File: src/include/sss_pkg.sv
// Purpose: constants for the servo slot task scheduler
// Assumes: 100 MHz system clock, one reset
// Notes: task 0 is the system task; tasks 4 and 5 form the high class
//
// Overview of operation
// - a servo tick marks every 1 ms period; all timing follows it.
// - the i/o refresh runs at period start, before any slot.
// - programs see the input snapshot latched in the previous period.
// - refresh order: transfer snapshot, analogue refs, digital outputs, new snapshot.
// - digital output pins follow the output variable at each refresh.
// - each period splits into three slots granted to tasks; the refresh shortens the first.
// - six task numbers; tasks 1 to 5 each run one program.
// - task 0 is the system task, never given to a user program.
// - tasks 5 and 4 are high priority; 3, 2, 1 are low.
// - task 0 joins the low priority rotation.
// - a run without task number takes the highest free task.
// - mixed classes: two slots go high, one slot goes low.
// - a single class spreads its tasks over all three slots.
// - round-robin grant continues across periods for equal shares.
// - a lone high task takes both high slots each period.
// - a program whose last compile failed is refused to start.
// - halt-all stops every running task except task 0 at once.
// - an error without handler halts the task, task 0 excepted, and flags host status.
// - a motion error drops drive enable when selected in the axis mask.
// - host status shows the faulted axis and the error type.
// - a failed host transfer sets bit 07 of host status word n+7.
package sss_pkg;
   localparam int SSS_CLK_MHZ = 100;
   localparam int SSS_SERVO_US = 1000;
   localparam int SSS_SERVO_CYC = SSS_CLK_MHZ * SSS_SERVO_US;
   localparam int SSS_SLOTS = 3;
   localparam int SSS_SLOT_CYC = SSS_SERVO_CYC / SSS_SLOTS;
   localparam int SSS_TASKS = 6;
   localparam int SSS_AXES = 4;
   localparam int SSS_ERR_W = 4;
   localparam int SSS_IN_W = 16;
   localparam int SSS_OUT_W = 8;
   localparam int SSS_DAC_W = 16;
   localparam int SSS_HIF_ERR_BIT = 7;
   localparam logic [5:0] SSS_HIGH_MASK = 6'h30;
   localparam logic [5:0] SSS_LOW_MASK = 6'h0F;
   localparam logic [2:0] SSS_NO_TASK = 3'h7;
   typedef enum logic [2:0] {
      SSS_R_IDLE = 3'b000,
      SSS_R_XFER = 3'b001,
      SSS_R_DAC = 3'b010,
      SSS_R_DOUT = 3'b011,
      SSS_R_LATCH = 3'b100
   } sss_refresh_e;
endpackage

File: src/rtl/sss_rr_pick.sv
// Purpose: round-robin pick of the next task in a candidate set
// Assumes: six tasks, pointer holds the last granted task
// Notes: purely combinational
`timescale 1ns/10ps
module sss_rr_pick
   import sss_pkg::*;
(
   input wire logic [5:0] i_cand,
   input wire logic [2:0] i_last,
   output logic o_found,
   output logic [2:0] o_pick
);
   // search upward from the task after the last grant, wrapping round
   always_comb begin
      logic [2:0] idx;
      idx = 3'h0;
      o_found = 1'b0;
      o_pick = 3'h0;
      for (int k = 1; k <= SSS_TASKS; k++) begin
         idx = 3'((int'(i_last) + k) % SSS_TASKS);
         if (!o_found && i_cand[idx]) begin
            o_found = 1'b1;
            o_pick = idx;
         end
      end
   end
endmodule

File: src/rtl/sss_scheduler.sv
// Purpose: servo tick, i/o refresh sequence and slot task scheduler
// Assumes: all inputs synchronous to i_sys_clk; status bits are plain ports
// Notes: program execution itself lives elsewhere; this block grants slots
`timescale 1ns/10ps
module sss_scheduler
   import sss_pkg::*;
(
   input wire logic i_sys_clk,
   input wire logic i_rst,
   input wire logic [SSS_IN_W-1:0] i_input_pins,
   input wire logic [SSS_OUT_W-1:0] i_output_port_word,
   input wire logic i_output_port_we,
   input wire logic [SSS_AXES*SSS_DAC_W-1:0] i_speed_ref,
   input wire logic i_run_req,
   input wire logic i_run_task_given,
   input wire logic [2:0] i_run_task,
   input wire logic i_compile_ok,
   input wire logic i_stop_req,
   input wire logic [2:0] i_stop_task,
   input wire logic i_halt_all,
   input wire logic i_prog_error,
   input wire logic [2:0] i_prog_error_task,
   input wire logic i_error_handler,
   input wire logic [SSS_AXES-1:0] i_motion_error,
   input wire logic [SSS_ERR_W-1:0] i_motion_error_type,
   input wire logic [SSS_AXES*SSS_ERR_W-1:0] i_axis_fault_disable_select,
   input wire logic [SSS_AXES-1:0] i_drive_enable_req,
   input wire logic i_host_read_transfer_fail,
   input wire logic i_host_write_transfer_fail,
   input wire logic i_host_err_clear,
   output logic o_servo_tick,
   output logic o_slot_start,
   output logic [1:0] o_slot_idx,
   output logic o_slot_valid,
   output logic [2:0] o_slot_task,
   output logic [5:0] o_task_active,
   output logic o_run_accept,
   output logic o_run_refused,
   output logic [2:0] o_run_task,
   output logic [SSS_IN_W-1:0] o_input_word,
   output logic [SSS_OUT_W-1:0] o_output_pins,
   output logic [SSS_AXES*SSS_DAC_W-1:0] o_dac_out,
   output logic [SSS_AXES-1:0] o_drive_enable,
   output logic o_prog_error_flag,
   output logic [2:0] o_prog_error_task,
   output logic o_motion_error_flag,
   output logic [1:0] o_motion_error_axis,
   output logic [SSS_ERR_W-1:0] o_motion_error_type,
   output logic [15:0] o_host_status_n7
);
   logic [16:0] period_cnt_r;
   logic [15:0] slot_cnt_r;
   logic [1:0] slot_idx_r;
   logic tick;
   logic slot_end;
   sss_refresh_e ref_state_r;
   logic [SSS_IN_W-1:0] snapshot_r;
   logic [SSS_OUT_W-1:0] output_port_word_r;
   logic [5:0] active_r;
   logic [2:0] last_hi_r;
   logic [2:0] last_lo_r;
   logic [2:0] slot_task_r;
   logic slot_valid_r;
   logic slot_start_r;
   logic [1:0] hi_used_r;
   logic [5:0] hi_cand;
   logic [5:0] lo_cand;
   logic [5:0] all_cand;
   logic mixed;
   logic hi_found;
   logic lo_found;
   logic all_found;
   logic [2:0] hi_pick;
   logic [2:0] lo_pick;
   logic [2:0] all_pick;
   logic [2:0] free_pick;
   logic free_found;
   logic hif_err_r;

   // period counter yields one tick per 1 ms
   always_ff @(posedge i_sys_clk or posedge i_rst) begin
      if (i_rst) begin
         period_cnt_r <= 17'h00000;
      end else if (period_cnt_r == 17'(SSS_SERVO_CYC - 1)) begin
         period_cnt_r <= 17'h00000;
      end else begin
         period_cnt_r <= period_cnt_r + 17'h00001;
      end
   end
   assign tick = (period_cnt_r == 17'(SSS_SERVO_CYC - 1));
   assign o_servo_tick = tick;

   // refresh walks its four steps right after the tick
   always_ff @(posedge i_sys_clk or posedge i_rst) begin
      if (i_rst) begin
         ref_state_r <= SSS_R_IDLE;
      end else begin
         case (ref_state_r)
            SSS_R_IDLE: ref_state_r <= tick ? SSS_R_XFER : SSS_R_IDLE;
            SSS_R_XFER: ref_state_r <= SSS_R_DAC;
            SSS_R_DAC: ref_state_r <= SSS_R_DOUT;
            SSS_R_DOUT: ref_state_r <= SSS_R_LATCH;
            SSS_R_LATCH: ref_state_r <= SSS_R_IDLE;
            default: ref_state_r <= SSS_R_IDLE;
         endcase
      end
   end

   // slots start only after the refresh, so the first slot is shortened by it
   always_ff @(posedge i_sys_clk or posedge i_rst) begin
      if (i_rst) begin
         // park on the last slot so nothing is granted before the first tick
         slot_cnt_r <= 16'(SSS_SLOT_CYC - 1);
         slot_idx_r <= 2'(SSS_SLOTS - 1);
      end else if (tick) begin
         slot_cnt_r <= 16'h0000;
         slot_idx_r <= 2'h0;
      end else if (slot_end && slot_idx_r != 2'(SSS_SLOTS - 1)) begin
         slot_cnt_r <= 16'h0000;
         slot_idx_r <= slot_idx_r + 2'h1;
      end else if (!slot_end) begin
         slot_cnt_r <= slot_cnt_r + 16'h0001;
      end
   end
   assign slot_end = (slot_cnt_r == 16'(SSS_SLOT_CYC - 1));

   // input snapshot and program-visible input word
   always_ff @(posedge i_sys_clk or posedge i_rst) begin
      if (i_rst) begin
         snapshot_r <= '0;
         o_input_word <= '0;
      end else begin
         if (ref_state_r == SSS_R_XFER) begin
            o_input_word <= snapshot_r;
         end
         if (ref_state_r == SSS_R_LATCH) begin
            snapshot_r <= i_input_pins;
         end
      end
   end

   // analogue speed references only move at refresh
   always_ff @(posedge i_sys_clk or posedge i_rst) begin
      if (i_rst) begin
         o_dac_out <= '0;
      end else if (ref_state_r == SSS_R_DAC) begin
         o_dac_out <= i_speed_ref;
      end
   end

   // output variable; pins copy it once per period
   always_ff @(posedge i_sys_clk or posedge i_rst) begin
      if (i_rst) begin
         output_port_word_r <= '0;
         o_output_pins <= '0;
      end else begin
         if (i_output_port_we) begin
            output_port_word_r <= i_output_port_word;
         end
         if (ref_state_r == SSS_R_DOUT) begin
            o_output_pins <= output_port_word_r;
         end
      end
   end

   // candidate sets per class; task 0 sits with the low class
   assign hi_cand = active_r & SSS_HIGH_MASK;
   assign lo_cand = active_r & SSS_LOW_MASK;
   assign all_cand = active_r;
   assign mixed = (|hi_cand) && (|lo_cand);

   sss_rr_pick u_hi_pick (
      .i_cand(hi_cand),
      .i_last(last_hi_r),
      .o_found(hi_found),
      .o_pick(hi_pick)
   );
   sss_rr_pick u_lo_pick (
      .i_cand(lo_cand),
      .i_last(last_lo_r),
      .o_found(lo_found),
      .o_pick(lo_pick)
   );
   sss_rr_pick u_all_pick (
      .i_cand(all_cand),
      .i_last(hi_found ? last_hi_r : last_lo_r),
      .o_found(all_found),
      .o_pick(all_pick)
   );

   // slot grant at the start of each slot
   always_ff @(posedge i_sys_clk or posedge i_rst) begin
      if (i_rst) begin
         slot_task_r <= SSS_NO_TASK;
         slot_valid_r <= 1'b0;
         slot_start_r <= 1'b0;
         last_hi_r <= 3'h3;
         last_lo_r <= 3'h5;
         hi_used_r <= 2'h0;
      end else begin
         slot_start_r <= 1'b0;
         if (ref_state_r == SSS_R_LATCH || (slot_end && slot_idx_r != 2'(SSS_SLOTS - 1))) begin
            slot_start_r <= 1'b1;
            if (ref_state_r == SSS_R_LATCH) begin
               hi_used_r <= 2'h0;
            end
            if (mixed && (ref_state_r == SSS_R_LATCH || hi_used_r == 2'h1)) begin
               slot_task_r <= hi_pick;
               slot_valid_r <= 1'b1;
               last_hi_r <= hi_pick;
               hi_used_r <= (ref_state_r == SSS_R_LATCH) ? 2'h1 : 2'h2;
            end else if (mixed) begin
               slot_task_r <= lo_pick;
               slot_valid_r <= 1'b1;
               last_lo_r <= lo_pick;
            end else if (all_found) begin
               slot_task_r <= all_pick;
               slot_valid_r <= 1'b1;
               if (hi_found) begin
                  last_hi_r <= all_pick;
               end else begin
                  last_lo_r <= all_pick;
               end
            end else begin
               slot_task_r <= SSS_NO_TASK;
               slot_valid_r <= 1'b0;
            end
         end
      end
   end
   assign o_slot_task = slot_task_r;
   assign o_slot_valid = slot_valid_r;
   assign o_slot_start = slot_start_r;
   assign o_slot_idx = slot_idx_r;

   // highest free user task, never task 0
   always_comb begin
      free_found = 1'b0;
      free_pick = 3'h0;
      for (int t = 1; t < SSS_TASKS; t++) begin
         if (!active_r[t]) begin
            free_found = 1'b1;
            free_pick = 3'(t);
         end
      end
   end

   // task activity: run, stop, halt-all and unhandled errors
   always_ff @(posedge i_sys_clk or posedge i_rst) begin
      if (i_rst) begin
         active_r <= 6'h01;
         o_run_accept <= 1'b0;
         o_run_refused <= 1'b0;
         o_run_task <= 3'h0;
      end else begin
         o_run_accept <= 1'b0;
         o_run_refused <= 1'b0;
         if (i_halt_all) begin
            active_r <= 6'h01;
         end else begin
            if (i_stop_req && i_stop_task != 3'h0 && i_stop_task < 3'(SSS_TASKS)) begin
               active_r[i_stop_task] <= 1'b0;
            end
            if (i_prog_error && !i_error_handler && i_prog_error_task != 3'h0
                && i_prog_error_task < 3'(SSS_TASKS)) begin
               active_r[i_prog_error_task] <= 1'b0;
            end
            if (i_run_req) begin
               if (!i_compile_ok) begin
                  o_run_refused <= 1'b1;
               end else if (i_run_task_given) begin
                  if (i_run_task == 3'h0 || i_run_task >= 3'(SSS_TASKS) || active_r[i_run_task]) begin
                     o_run_refused <= 1'b1;
                  end else begin
                     active_r[i_run_task] <= 1'b1;
                     o_run_accept <= 1'b1;
                     o_run_task <= i_run_task;
                  end
               end else if (free_found) begin
                  active_r[free_pick] <= 1'b1;
                  o_run_accept <= 1'b1;
                  o_run_task <= free_pick;
               end else begin
                  o_run_refused <= 1'b1;
               end
            end
         end
      end
   end
   assign o_task_active = active_r;

   // program error report, held until the next error
   always_ff @(posedge i_sys_clk or posedge i_rst) begin
      if (i_rst) begin
         o_prog_error_flag <= 1'b0;
         o_prog_error_task <= 3'h0;
      end else if (i_prog_error && !i_error_handler) begin
         o_prog_error_flag <= 1'b1;
         o_prog_error_task <= i_prog_error_task;
      end
   end

   // per-axis drive enable gated by the fault-disable selection
   for (genvar a = 0; a < SSS_AXES; a++) begin : g_axis
      logic tripped_r;
      always_ff @(posedge i_sys_clk or posedge i_rst) begin
         if (i_rst) begin
            tripped_r <= 1'b0;
         end else if (i_motion_error[a]
                      && |(i_motion_error_type & i_axis_fault_disable_select[a*SSS_ERR_W +: SSS_ERR_W])) begin
            tripped_r <= 1'b1;
         end else if (!i_drive_enable_req[a]) begin
            tripped_r <= 1'b0; // re-arm once software drops the enable
         end
      end
      assign o_drive_enable[a] = i_drive_enable_req[a] && !tripped_r;
   end

   // motion error axis and type; lowest axis wins on a tie
   always_ff @(posedge i_sys_clk or posedge i_rst) begin
      if (i_rst) begin
         o_motion_error_flag <= 1'b0;
         o_motion_error_axis <= 2'h0;
         o_motion_error_type <= '0;
      end else if (|i_motion_error) begin
         o_motion_error_flag <= 1'b1;
         o_motion_error_type <= i_motion_error_type;
         for (int a = SSS_AXES - 1; a >= 0; a--) begin
            if (i_motion_error[a]) begin
               o_motion_error_axis <= 2'(a);
            end
         end
      end
   end

   // host interface error flag; a new failure wins over the clear
   always_ff @(posedge i_sys_clk or posedge i_rst) begin
      if (i_rst) begin
         hif_err_r <= 1'b0;
      end else if (i_host_read_transfer_fail || i_host_write_transfer_fail) begin
         hif_err_r <= 1'b1;
      end else if (i_host_err_clear) begin
         hif_err_r <= 1'b0;
      end
   end
   assign o_host_status_n7 = 16'(hif_err_r) << SSS_HIF_ERR_BIT;

   // refresh order: input transfer one edge after the tick, latch three later
   refresh_order_a: assert property (@(posedge i_sys_clk) disable iff (i_rst)
      tick |=> ref_state_r == SSS_R_XFER ##3 ref_state_r == SSS_R_LATCH)
      else $error("refresh steps out of order");
   // snapshot taken last period is what programs see
   input_snapshot_a: assert property (@(posedge i_sys_clk) disable iff (i_rst)
      ref_state_r == SSS_R_XFER |=> o_input_word == $past(snapshot_r))
      else $error("input word not loaded from previous snapshot");
   // pins follow output word at refresh
   output_pins_a: assert property (@(posedge i_sys_clk) disable iff (i_rst)
      ref_state_r == SSS_R_DOUT |=> o_output_pins == $past(output_port_word_r))
      else $error("output pins not refreshed");
   // first slot only after the refresh finishes
   slot_after_a: assert property (@(posedge i_sys_clk) disable iff (i_rst)
      tick |-> !slot_start_r ##1 !slot_start_r [*4] ##1 slot_start_r)
      else $error("slot began before refresh");
   // task 0 never granted to user programs
   task_zero_a: assert property (@(posedge i_sys_clk) disable iff (i_rst)
      o_run_accept |-> o_run_task != 3'h0)
      else $error("user program placed on system task");
   // failed compile never starts; halt-all drops the request without a refusal
   compile_gate_a: assert property (@(posedge i_sys_clk) disable iff (i_rst)
      i_run_req && !i_compile_ok && !i_halt_all |=> o_run_refused && !o_run_accept)
      else $error("program ran after failed compile");
   // halt all leaves only the system task
   halt_all_a: assert property (@(posedge i_sys_clk) disable iff (i_rst)
      i_halt_all |=> active_r == 6'h01)
      else $error("task survived halt all");
   // mixed classes: first slot goes high
   mixed_high_a: assert property (@(posedge i_sys_clk) disable iff (i_rst)
      ref_state_r == SSS_R_LATCH && mixed |=> SSS_HIGH_MASK[slot_task_r])
      else $error("high slot not granted to high task");
   // host error flag reaches bit 07
   host_error_a: assert property (@(posedge i_sys_clk) disable iff (i_rst)
      i_host_read_transfer_fail || i_host_write_transfer_fail |=> o_host_status_n7[7])
      else $error("host error flag not set");
endmodule

File: config.mk
export PLATFORM = sky130hd
export DESIGN_NAME = sss_scheduler
export DESIGN_NICKNAME = d
export VERILOG_FILES = /design/src/include/sss_pkg.sv /design/src/rtl/sss_rr_pick.sv /design/src/rtl/sss_scheduler.sv
export SDC_FILE = /design/constraint.sdc
export NUM_CORES = 1
export LEC_CHECK = 0
export BUFFER_PORTS_ARGS = -buffer_cell sky130_fd_sc_hd__buf_2
export CAP_MARGIN = 10
export CORE_MARGIN = 2
export CORE_UTILIZATION = 40
export CTS_CLUSTER_SIZE = 8
export DETAILED_ROUTE_END_ITERATION = 16
export PLACE_DENSITY = 0.72
export SYNTH_ARGS = -nofsm -noshare
export SYNTH_HDL_FRONTEND = slang
export SYNTH_HIERARCHICAL = 1
export SYNTH_SLANG_ARGS = --single-unit
export TNS_END_PERCENT = 1
File: constraint.sdc
create_clock -name i_sys_clk -period 9.9 [get_ports i_sys_clk]
set_clock_uncertainty 0.05 [all_clocks]
set_input_delay 0.99 -clock i_sys_clk [delete_from_list [all_inputs] [get_ports i_sys_clk]]
set_output_delay 0.99 -clock i_sys_clk [all_outputs]
set_load 0.01 [all_outputs]
==> impl_metrics.ini, run 1 <==
[floorplanning]
pin_count = 276
start_util_pct = 40.40
core_area_sq_um = 28550
row_count = 62
die_h_um = 173.8
fp.dieW_um = 173.8
fp.dieArea_sq_um = 30200

[clocking]
clkLatencyLatePin_ns = 0.44
ctsHoldBuffers = 0
cts-resized-gates = 0
cts_tree = yes
clk_pin_slew_ns = 0.07
htree_num_levels = 4
root_buffer = clkbuf_16
numCtsBuffers = 17
cts_setup_buffers = 0
cts.sinks = 190
cts.path.max_buffers = 2

[worst_setup_path]
crit_fanout = 21
worstSetupEndpointType = flip-flop
start_kind = flip-flop
crit_required_ns = 10.17
arrival_ns = 8.13
critPathKind = reg -> reg

[run]
max-cap-violations = 0

[min_path]
holdCritPathClass = reg -> reg

[cells_and_area]
syn_to_final_growth_pct = 18.70
drive_above_1_share_pct = 36.41
final_core_util_pct = 47.95
nets = 1543

[sta]
tightest_slew_ns = 0.9704
tns_ns = 0
report.final.slew_viol_count = 0
fmax_mhz = 127.3
finalCritPeriodShare_pct = 79.38
rsz0062_at_grt = no
setup_viol = 0
slew_headroom_pct = 35.31
hold_viol = 0
min_period_ns = 7.858

[routing]
vias = 9328
drc = 0
via_per_inst = 5.297
wire_per_inst_um = 16.29
ant_nets = 0
wirelength_um = 28690
drtIter0Drc = 506
drt-pass1-iter-count = 5

[synth]
syn_inst = 1104
avgSynthCellArea_sq_um = 10.45
yosysWarnings = 6
syn_area_sq_um = 11530

[placed_design]
place.gp.congestion = 0.8511
hpwlAfterDp_um = 21280
port_buffers = 260

[global_routing]
grt_pass1_vias = 9428
grt_max_degree = 115
grt_usage_pct = 18.98
grt_pass1_wl_um = 47180
antenna_found_initial = 1
grt-ovfl-total = 0

[power]
cellLeakagePower_nw = 6.795
power_mw = 1.773
power.density_nw_per_um2 = 129.5
vdd_drop_max_uv = 119.5

[run_status]
outcome = finished clean
## layout make-up
| cell class | count | area (sq um) |
|---|---|---|
| Clock buffer | 20 | 446.7 |
| Timing Repair Buffer | 263 | 1324 |
| Multi-Input combinational cell | 842 | 6340 |
| Sequential cell | 190 | 4772 |
| Antenna cell | 1 | 2.502 |
| Clock inverter | 12 | 127.6 |
| Tap cell | 384 | 480.5 |
| Inverter | 49 | 196.4 |
| Fill cell | 2698 | 14860 |
## where the power goes
| group | internal [mW] | switching, mW | total, mW |
|---|---|---|---|
| Clock | 0.342 | 0.335 | 0.677 |
| Combinational | 0.130 | 0.169 | 0.299 |
| Sequential | 0.788 | 0.00938 | 0.798 |
## metal layers
| layer | track usage (%) | wire, um |
|---|---|---|
| met5 | 0 | 0 |
| met4 | 7.353 | 756 |
| met3 | 4.781 | 1824 |
| met2 | 31.09 | 13640 |
| met1 | 24.14 | 12470 |
## final timing paths
path	startpoint	depth (start not counted)	slack, ns	end
worst max-delay path	last_hi_r[0]	27	2.04	last_hi_r[2]
worst min-delay path	o_prog_error_flag	1	0.41	o_prog_error_flag
worst max register to register	last_hi_r[0]	27	2.04	last_hi_r[2]
worst min register to register	o_prog_error_flag	1	0.41	o_prog_error_flag
max in group asynchronous	i_rst	3	7.64	o_output_pins[3]
min in group asynchronous	i_rst	2	0.66	o_dac_out[16]
## stage by stage
step | cells | instance area (sq um) | setup WS (ns) | hold WS [ns]
floorplan | 1135 | 11650 | 2.961 | 0.3848
finish | 1761 | 13690 | 2.042 | 0.4135
detailed placement | 1728 | 13110 | 2.079 | 0.3972
CTS | 1760 | 13690 | 2.072 | 0.4186
global placement | 1728 | 13110 | 2.407 | 0.3947
global route | 1761 | 13690 | 1.518 | 0.4339
## cell usage in the layout, fill, tap and decap left out, drive strengths merged, types with 13 or more instances in the layout
cell and n:
a21oi 23, a22oi 13, a31oi 13, buf 263, clkbuf 20, conb 32
dfrtp 176, dfstp 14, ha 42, inv 53, mux2 122, mux2i 20
nand2 128, nand2b 18, nand3 19, nand4 18, nor2 69, nor2b 16
nor3 18, o21ai 42, or2 16, xnor2 19, xor2 13
## critical path: stages, from the launching register on
cell	delay (ns)
dfstp_2	0.83
ha_1	0.43
xor2_4	0.30
inv_4	0.06
ha_1	0.27
and2b_1	0.20
a21o_2	0.22
a21oi_1	0.29
o21ai_0	0.17
a31oi_2	0.32
nand3_1	0.11
or2_2	0.35
mux2_2	0.55
inv_1	0.15
ha_1	0.28
xor2_2	0.26
inv_2	0.08
ha_1	0.28
nor2b_1	0.16
nand2_1	0.10
a221o_1	0.45
nor4bb_4	0.23
nor4_4	0.38
nor3b_4	0.31
and2_2	0.18
o22ai_1	0.10
mux2_1	0.32
mux2_1	0.29
## flip-flops by register name, indices dropped and copies added (netlist names), 2 cells and up
register and flops:
output_port_word_r 8, last_hi_r 3, o_task_active 6, ref_state_r 3, period_cnt_r 17, o_input_word 16
o_slot_task 3, o_motion_error_type 4, o_output_pins 8, hi_used_r 2, g_axis.tripped_r 4, slot_cnt_r 16
o_motion_error_axis 2, o_prog_error_task 3, o_run_task 3, o_slot_idx 2, last_lo_r 3, snapshot_r 16
o_dac_out 64
No activity file was read; power rests on OpenSTA's default activity.
==> run 2: changes to the inputs <==
--- a/config.mk
+++ b/config.mk
@@ -11,7 +11,7 @@
 export CORE_UTILIZATION = 40
 export CTS_CLUSTER_SIZE = 8
 export DETAILED_ROUTE_END_ITERATION = 16
-export PLACE_DENSITY = 0.72
+export PLACE_DENSITY = 0.75
 export SYNTH_ARGS = -nofsm -noshare
 export SYNTH_HDL_FRONTEND = slang
 export SYNTH_HIERARCHICAL = 1
==> constraint.sdc (replaced) <==
create_clock -name i_sys_clk -period 6.85 [get_ports i_sys_clk]
set_clock_uncertainty 0.05 [all_clocks]
set_input_delay 0.685 -clock i_sys_clk [delete_from_list [all_inputs] [get_ports i_sys_clk]]
set_output_delay 0.685 -clock i_sys_clk [all_outputs]
set_load 0.01 [all_outputs]
==> run 2 against run 1 <==
  * Maximum frequency up 19%
  * Via count up 1.9%
  * Critical path depth unchanged
  * Combinational power up 68%
  * Die area unchanged
  * Critical path type unchanged
  * Critical endpoint is now last_hi_r[0]
==> impl_metrics.ini, run 2 (synthesized netlist as in run 1, its figures left out) <==
[sta]
setup_slack_ns = 0.2251
slew_headroom_pct = 31.27
tightest_slew_ns = 1.030
report.final.slew_viol_count = 0
hold_viol = 0
finalCritPeriodShare_pct = 96.71
rsz0062_at_grt = yes
fmax_mhz = 150.9
setup_viol = 0
min_period_ns = 6.625

[global_routing]
antenna_found_initial = 1
grt_pass1_vias = 9547
grt_pass1_wl_um = 47520
grt_max_degree = 127
grt-ovfl-total = 0
grt_usage_pct = 19.00

[routing]
drt-pass1-iter-count = 6
via_per_inst = 5.284
wirelength_um = 29300
vias = 9501
drtIter0Drc = 545
drc = 0
wire_per_inst_um = 16.30
ant_nets = 0

[clocking]
numCtsBuffers = 17
cts_tree = yes
cts.path.max_buffers = 2
clkLatencyLatePin_ns = 0.43
htree_num_levels = 4
clk_pin_slew_ns = 0.07
root_buffer = clkbuf_16
cts.sinks = 190

[power]
power.density_nw_per_um2 = 187.7
p_switching_mw = 0.7480
p_comb_share_pct = 18.8
cellLeakagePower_nw = 7.035
vdd_drop_max_uv = 172.0
p_seq_share_pct = 43.1
clkPwrFrac_pct = 38.1
p_int_mw = 1.921
power_switching_share_pct = 28.03

[cells_and_area]
fin_cells = 1798
regMostFlops = o_dac_out
reg_top3 = o_dac_out x64, period_cnt_r x17
largest_reg_flops = 64
layout_common_cells = buf_2 (260), dfrtp_1 (176), nand2_1 (128)
syn_to_final_growth_pct = 23.27
nets = 1582
multi_input_area_sq_um = 6536
regArea_sq_um = 4772
drive_above_1_share_pct = 40.17
layout_commonest_cell = buf_2
n_fill_cell = 2651
n_antenna_cell = 0
final_area_sq_um = 14220

[floorplanning]
start_util_pct = 40.40
die_h_um = 173.8
pin_count = 276
fp.dieArea_sq_um = 30200
row_count = 62
fp.dieW_um = 173.8
core_area_sq_um = 28550

[worst_setup_path]
worstSetupEndpointType = flip-flop
arrival_ns = 6.94
critPathKind = reg -> reg
crit_fanout = 6
crit_required_ns = 7.16
cp_slowest_cell = dfstp_2
critPathMaxStageDelay_ns = 0.61
start_kind = flip-flop
worst_path_most_repeated_cell = ha_1

[placed_design]
hpwlAfterDp_um = 21640
dp_slack_ns = -0.02591
dp.cells = 1754
post_dp_cell_area_sq_um = 13310
port_buffers = 260
place.gp.congestion = 0.8825

[run]
max-cap-violations = 0

[run_status]
outcome = finished clean

[min_path]
holdCritPathClass = in -> reg
## run 2: final timing paths
check                                   from  slack (ns)  cells after the start                    end
max reg2reg                     last_hi_r[1]        0.23                     27           last_hi_r[0]
max                             last_hi_r[1]        0.23                     27           last_hi_r[0]
min in group asynchronous              i_rst        0.40                      2          o_dac_out[22]
min                          i_input_pins[6]        0.39                      3          snapshot_r[6]
min reg2reg                o_prog_error_flag        0.41                      1      o_prog_error_flag
max in group asynchronous              i_rst        4.98                      3  output_port_word_r[0]
## run 2: what timing repair did
action	4_1_cts	5_1_grt
setup buffers	0	13
pin swaps	4	23
endpoints found under the hold margin	0	0
gates resized for setup	2	47
setup endpoints to repair	1	9
hold buffers	0	0
## run 2: routing by layer
layer  vias up  GRT usage, %  part of all wire [%]  wire [um]
li1       4512             -                     -          -
met1      4646         23.55                    42      12300
met2       294         32.69                    50      14690
met3        47         4.978                   6.1       1781
met4         2         5.357                   1.8        522
met5         -             0                 0.044         13
## run 2: layout make-up
type / count / area share, %
timing repair buffer: 302 / 11.37
sequential: 190 / 33.57
inverter: 49 / 1.435
clock buffer: 17 / 2.992
multi-input combinational: 842 / 45.98
clock inverter: 14 / 1.276
tap: 384 / 3.380
## run 2: power by group through the flow
stage / Sequential, mW / Combinational [mW] / Clock (mW)
after floorplan: 1.18 / 0.316 / 0
after global placement: 1.17 / 0.440 / 0
after detailed placement: 1.17 / 0.450 / 0
after CTS: 1.15 / 0.454 / 1.04
after global routing: 1.15 / 0.546 / 1.08
final: 1.15 / 0.501 / 1.02
## run 2: per-stage QoR
stage	setup TNS, ns	hold WS (ns)	power [mW]	utilization (%)
2_1_floorplan	0	0.3848	1.491	-
3_3_place_gp	0	0.3938	1.611	46.62
3_5_place_dp	-0.02591	0.4023	1.622	46.62
4_1_cts	0	0.3719	2.645	48.75
5_1_grt	-0.3568	0.3813	2.782	49.80
6_report	0	0.3888	2.669	49.80
## run 2: worst max-delay path: cells and delay by family (launching register included)
family          cells  cell delay, ns
compound gates      6            2.24
xor+xnor            1            0.17
fa+ha+maj           4            1.03
buf+inv             4            0.37
flops               1            0.61
mux                 3            1.02
simple gates        9            1.06
==> run 3: changes to the inputs <==
--- a/config.mk
+++ b/config.mk
@@ -8,10 +8,10 @@
 export BUFFER_PORTS_ARGS = -buffer_cell sky130_fd_sc_hd__buf_2
 export CAP_MARGIN = 10
 export CORE_MARGIN = 2
-export CORE_UTILIZATION = 40
+export CORE_UTILIZATION = 30
 export CTS_CLUSTER_SIZE = 8
 export DETAILED_ROUTE_END_ITERATION = 16
-export PLACE_DENSITY = 0.75
+export PLACE_DENSITY = 0.62
 export SYNTH_ARGS = -nofsm -noshare
 export SYNTH_HDL_FRONTEND = slang
 export SYNTH_HIERARCHICAL = 1
==> run 3 against run 2 <==
  * First-iteration DRC count is 3.1% lower
  * Final area up 0.53%
  * Die area grew 33%
  * Combinational power hardly changed
  * Clock power decreased by 4%
  * Worst setup slack improved by 0.053 ns
  * Flip-flop and latch count stayed put
  * Global-route usage down 4.0 points
  * Total power decreased by 1.2%
  * Critical path type unchanged
  * Largest cell class unchanged
  * Largest power group unchanged
==> impl_metrics.ini, run 3 (synthesized netlist as in run 1, its figures left out) <==
[worst_setup_path]
cp.buffers_inverters = 4
worstSetupEndpointType = flip-flop
critPathKind = reg -> reg
crit_required_ns = 7.16
r2r-end = last_hi_r[0]
r2r_start = last_hi_r[1]
critPathMaxStageDelay_ns = 0.60
reg2reg_slack_ns = 0.28
worst_path_most_repeated_cell = ha_1
start_kind = flip-flop
critPathTopFamily = compound AO/OA/AOI/OAI gates
r2r_cells = 27
crit_fanout = 6
cp_slowest_cell = dfstp_2
arrival_ns = 6.89

[cells_and_area]
regMostFlops = o_dac_out
layout_common_cells = buf_2 (260), dfrtp_1 (175), nand2_1 (128)
reg_top3 = o_dac_out x64, period_cnt_r x17
syn_to_final_growth_pct = 23.92
nets = 1587
layout_commonest_cell = buf_2
final_area_sq_um = 14290
n_antenna_cell = 0
final_core_util_pct = 37.85
drive_above_1_share_pct = 39.84
largest_reg_flops = 64
fin_cells = 1929

[global_routing]
grt_max_degree = 115
grt_pass1_vias = 9421
grt_pass1_wl_um = 48150
antenna_found_initial = 0
grt_usage_pct = 14.97
grt-ovfl-total = 0

[sta]
fmax_mhz = 152.2
slew_headroom_pct = 35.40
rsz0062_at_grt = yes
tns_ns = 0
setup_slack_ns = 0.2783
timing.hold.ws_ns = 0.3435
tightest_slew_ns = 0.9680
setup_viol = 0
min_period_ns = 6.572
finalCritPeriodShare_pct = 95.94
report.final.slew_viol_count = 0
hold_viol = 0

[power]
cellLeakagePower_nw = 7.021
power.density_nw_per_um2 = 184.5
power_mw = 2.637
vdd_drop_max_uv = 174.1

[clocking]
cts_tree = yes
clk_pin_slew_ns = 0.07
cts.path.max_buffers = 2
root_buffer = clkbuf_16
cts.sinks = 190
clkLatencyLatePin_ns = 0.44
ctsHoldBuffers = 0
htree_num_levels = 4
numCtsBuffers = 17

[floorplanning]
core_area_sq_um = 37760
start_util_pct = 30.55
row_count = 71
fp.dieArea_sq_um = 40030
fp.dieW_um = 200.1
die_h_um = 200.1
pin_count = 276

[routing]
via_per_inst = 4.872
ant_nets = 0
drc = 0
drtIter0Drc = 528
wire_per_inst_um = 15.56
vias = 9398
wirelength_um = 30010
drt-pass1-iter-count = 5

[placed_design]
place.gp.congestion = 0.8910
dp.cells = 1887
port_buffers = 260
dp_slack_ns = -0.07294
hpwlAfterDp_um = 22460
post_dp_cell_area_sq_um = 13510

[run_status]
outcome = finished clean

[run]
max-cap-violations = 0

[min_path]
holdCritPathClass = in -> async
[run 3: what timing repair did]
item	4_1_cts	5_1_grt
resized for setup	1	32
setup buffers	6	6
endpoints found under the setup margin	5	10
pin swaps	2	14
endpoints found under the hold margin	0	0
[run 3: layout make-up]
type	instances	area, sq um
Timing Repair Buffer	307	1654
Clock inverter	8	106.4
Fill cell	3797	23460
Tap cell	511	639.4
Clock buffer	22	464.2
Inverter	49	196.4
Multi-Input combinational cell	842	6457
Sequential cell	190	4773
[run 3: routing by layer]
layer / vias to the layer above / global-route usage, % / part of all wire, %
li1: 4523 / - / -
met1: 4590 / 19.08 / 44
met2: 255 / 24.92 / 48
met3: 30 / 4.083 / 6.2
met4: 0 / 4.198 / 1.4
met5: - / 0 / 0
[run 3: worst max path at each step]
stage | slack, ns | cells after the start | end | startpoint
after floorplan | 0.03 | 32 | last_hi_r[2] | last_hi_r[0]
after global placement | 0.10 | 28 | last_hi_r[2] | last_hi_r[1]
after detailed placement | -0.07 | 28 | last_hi_r[2] | last_hi_r[1]
after CTS | 0.03 | 29 | last_hi_r[2] | last_hi_r[1]
after global routing | -0.03 | 27 | o_slot_task[0] | last_hi_r[1]
final | 0.28 | 27 | last_hi_r[0] | last_hi_r[1]
[run 3: power breakdown]
part | switching, mW | total [mW] | internal (mW)
clock network | 0.427 | 0.983 | 0.556
registers | 0.0117 | 1.15 | 1.14
logic | 0.273 | 0.503 | 0.230
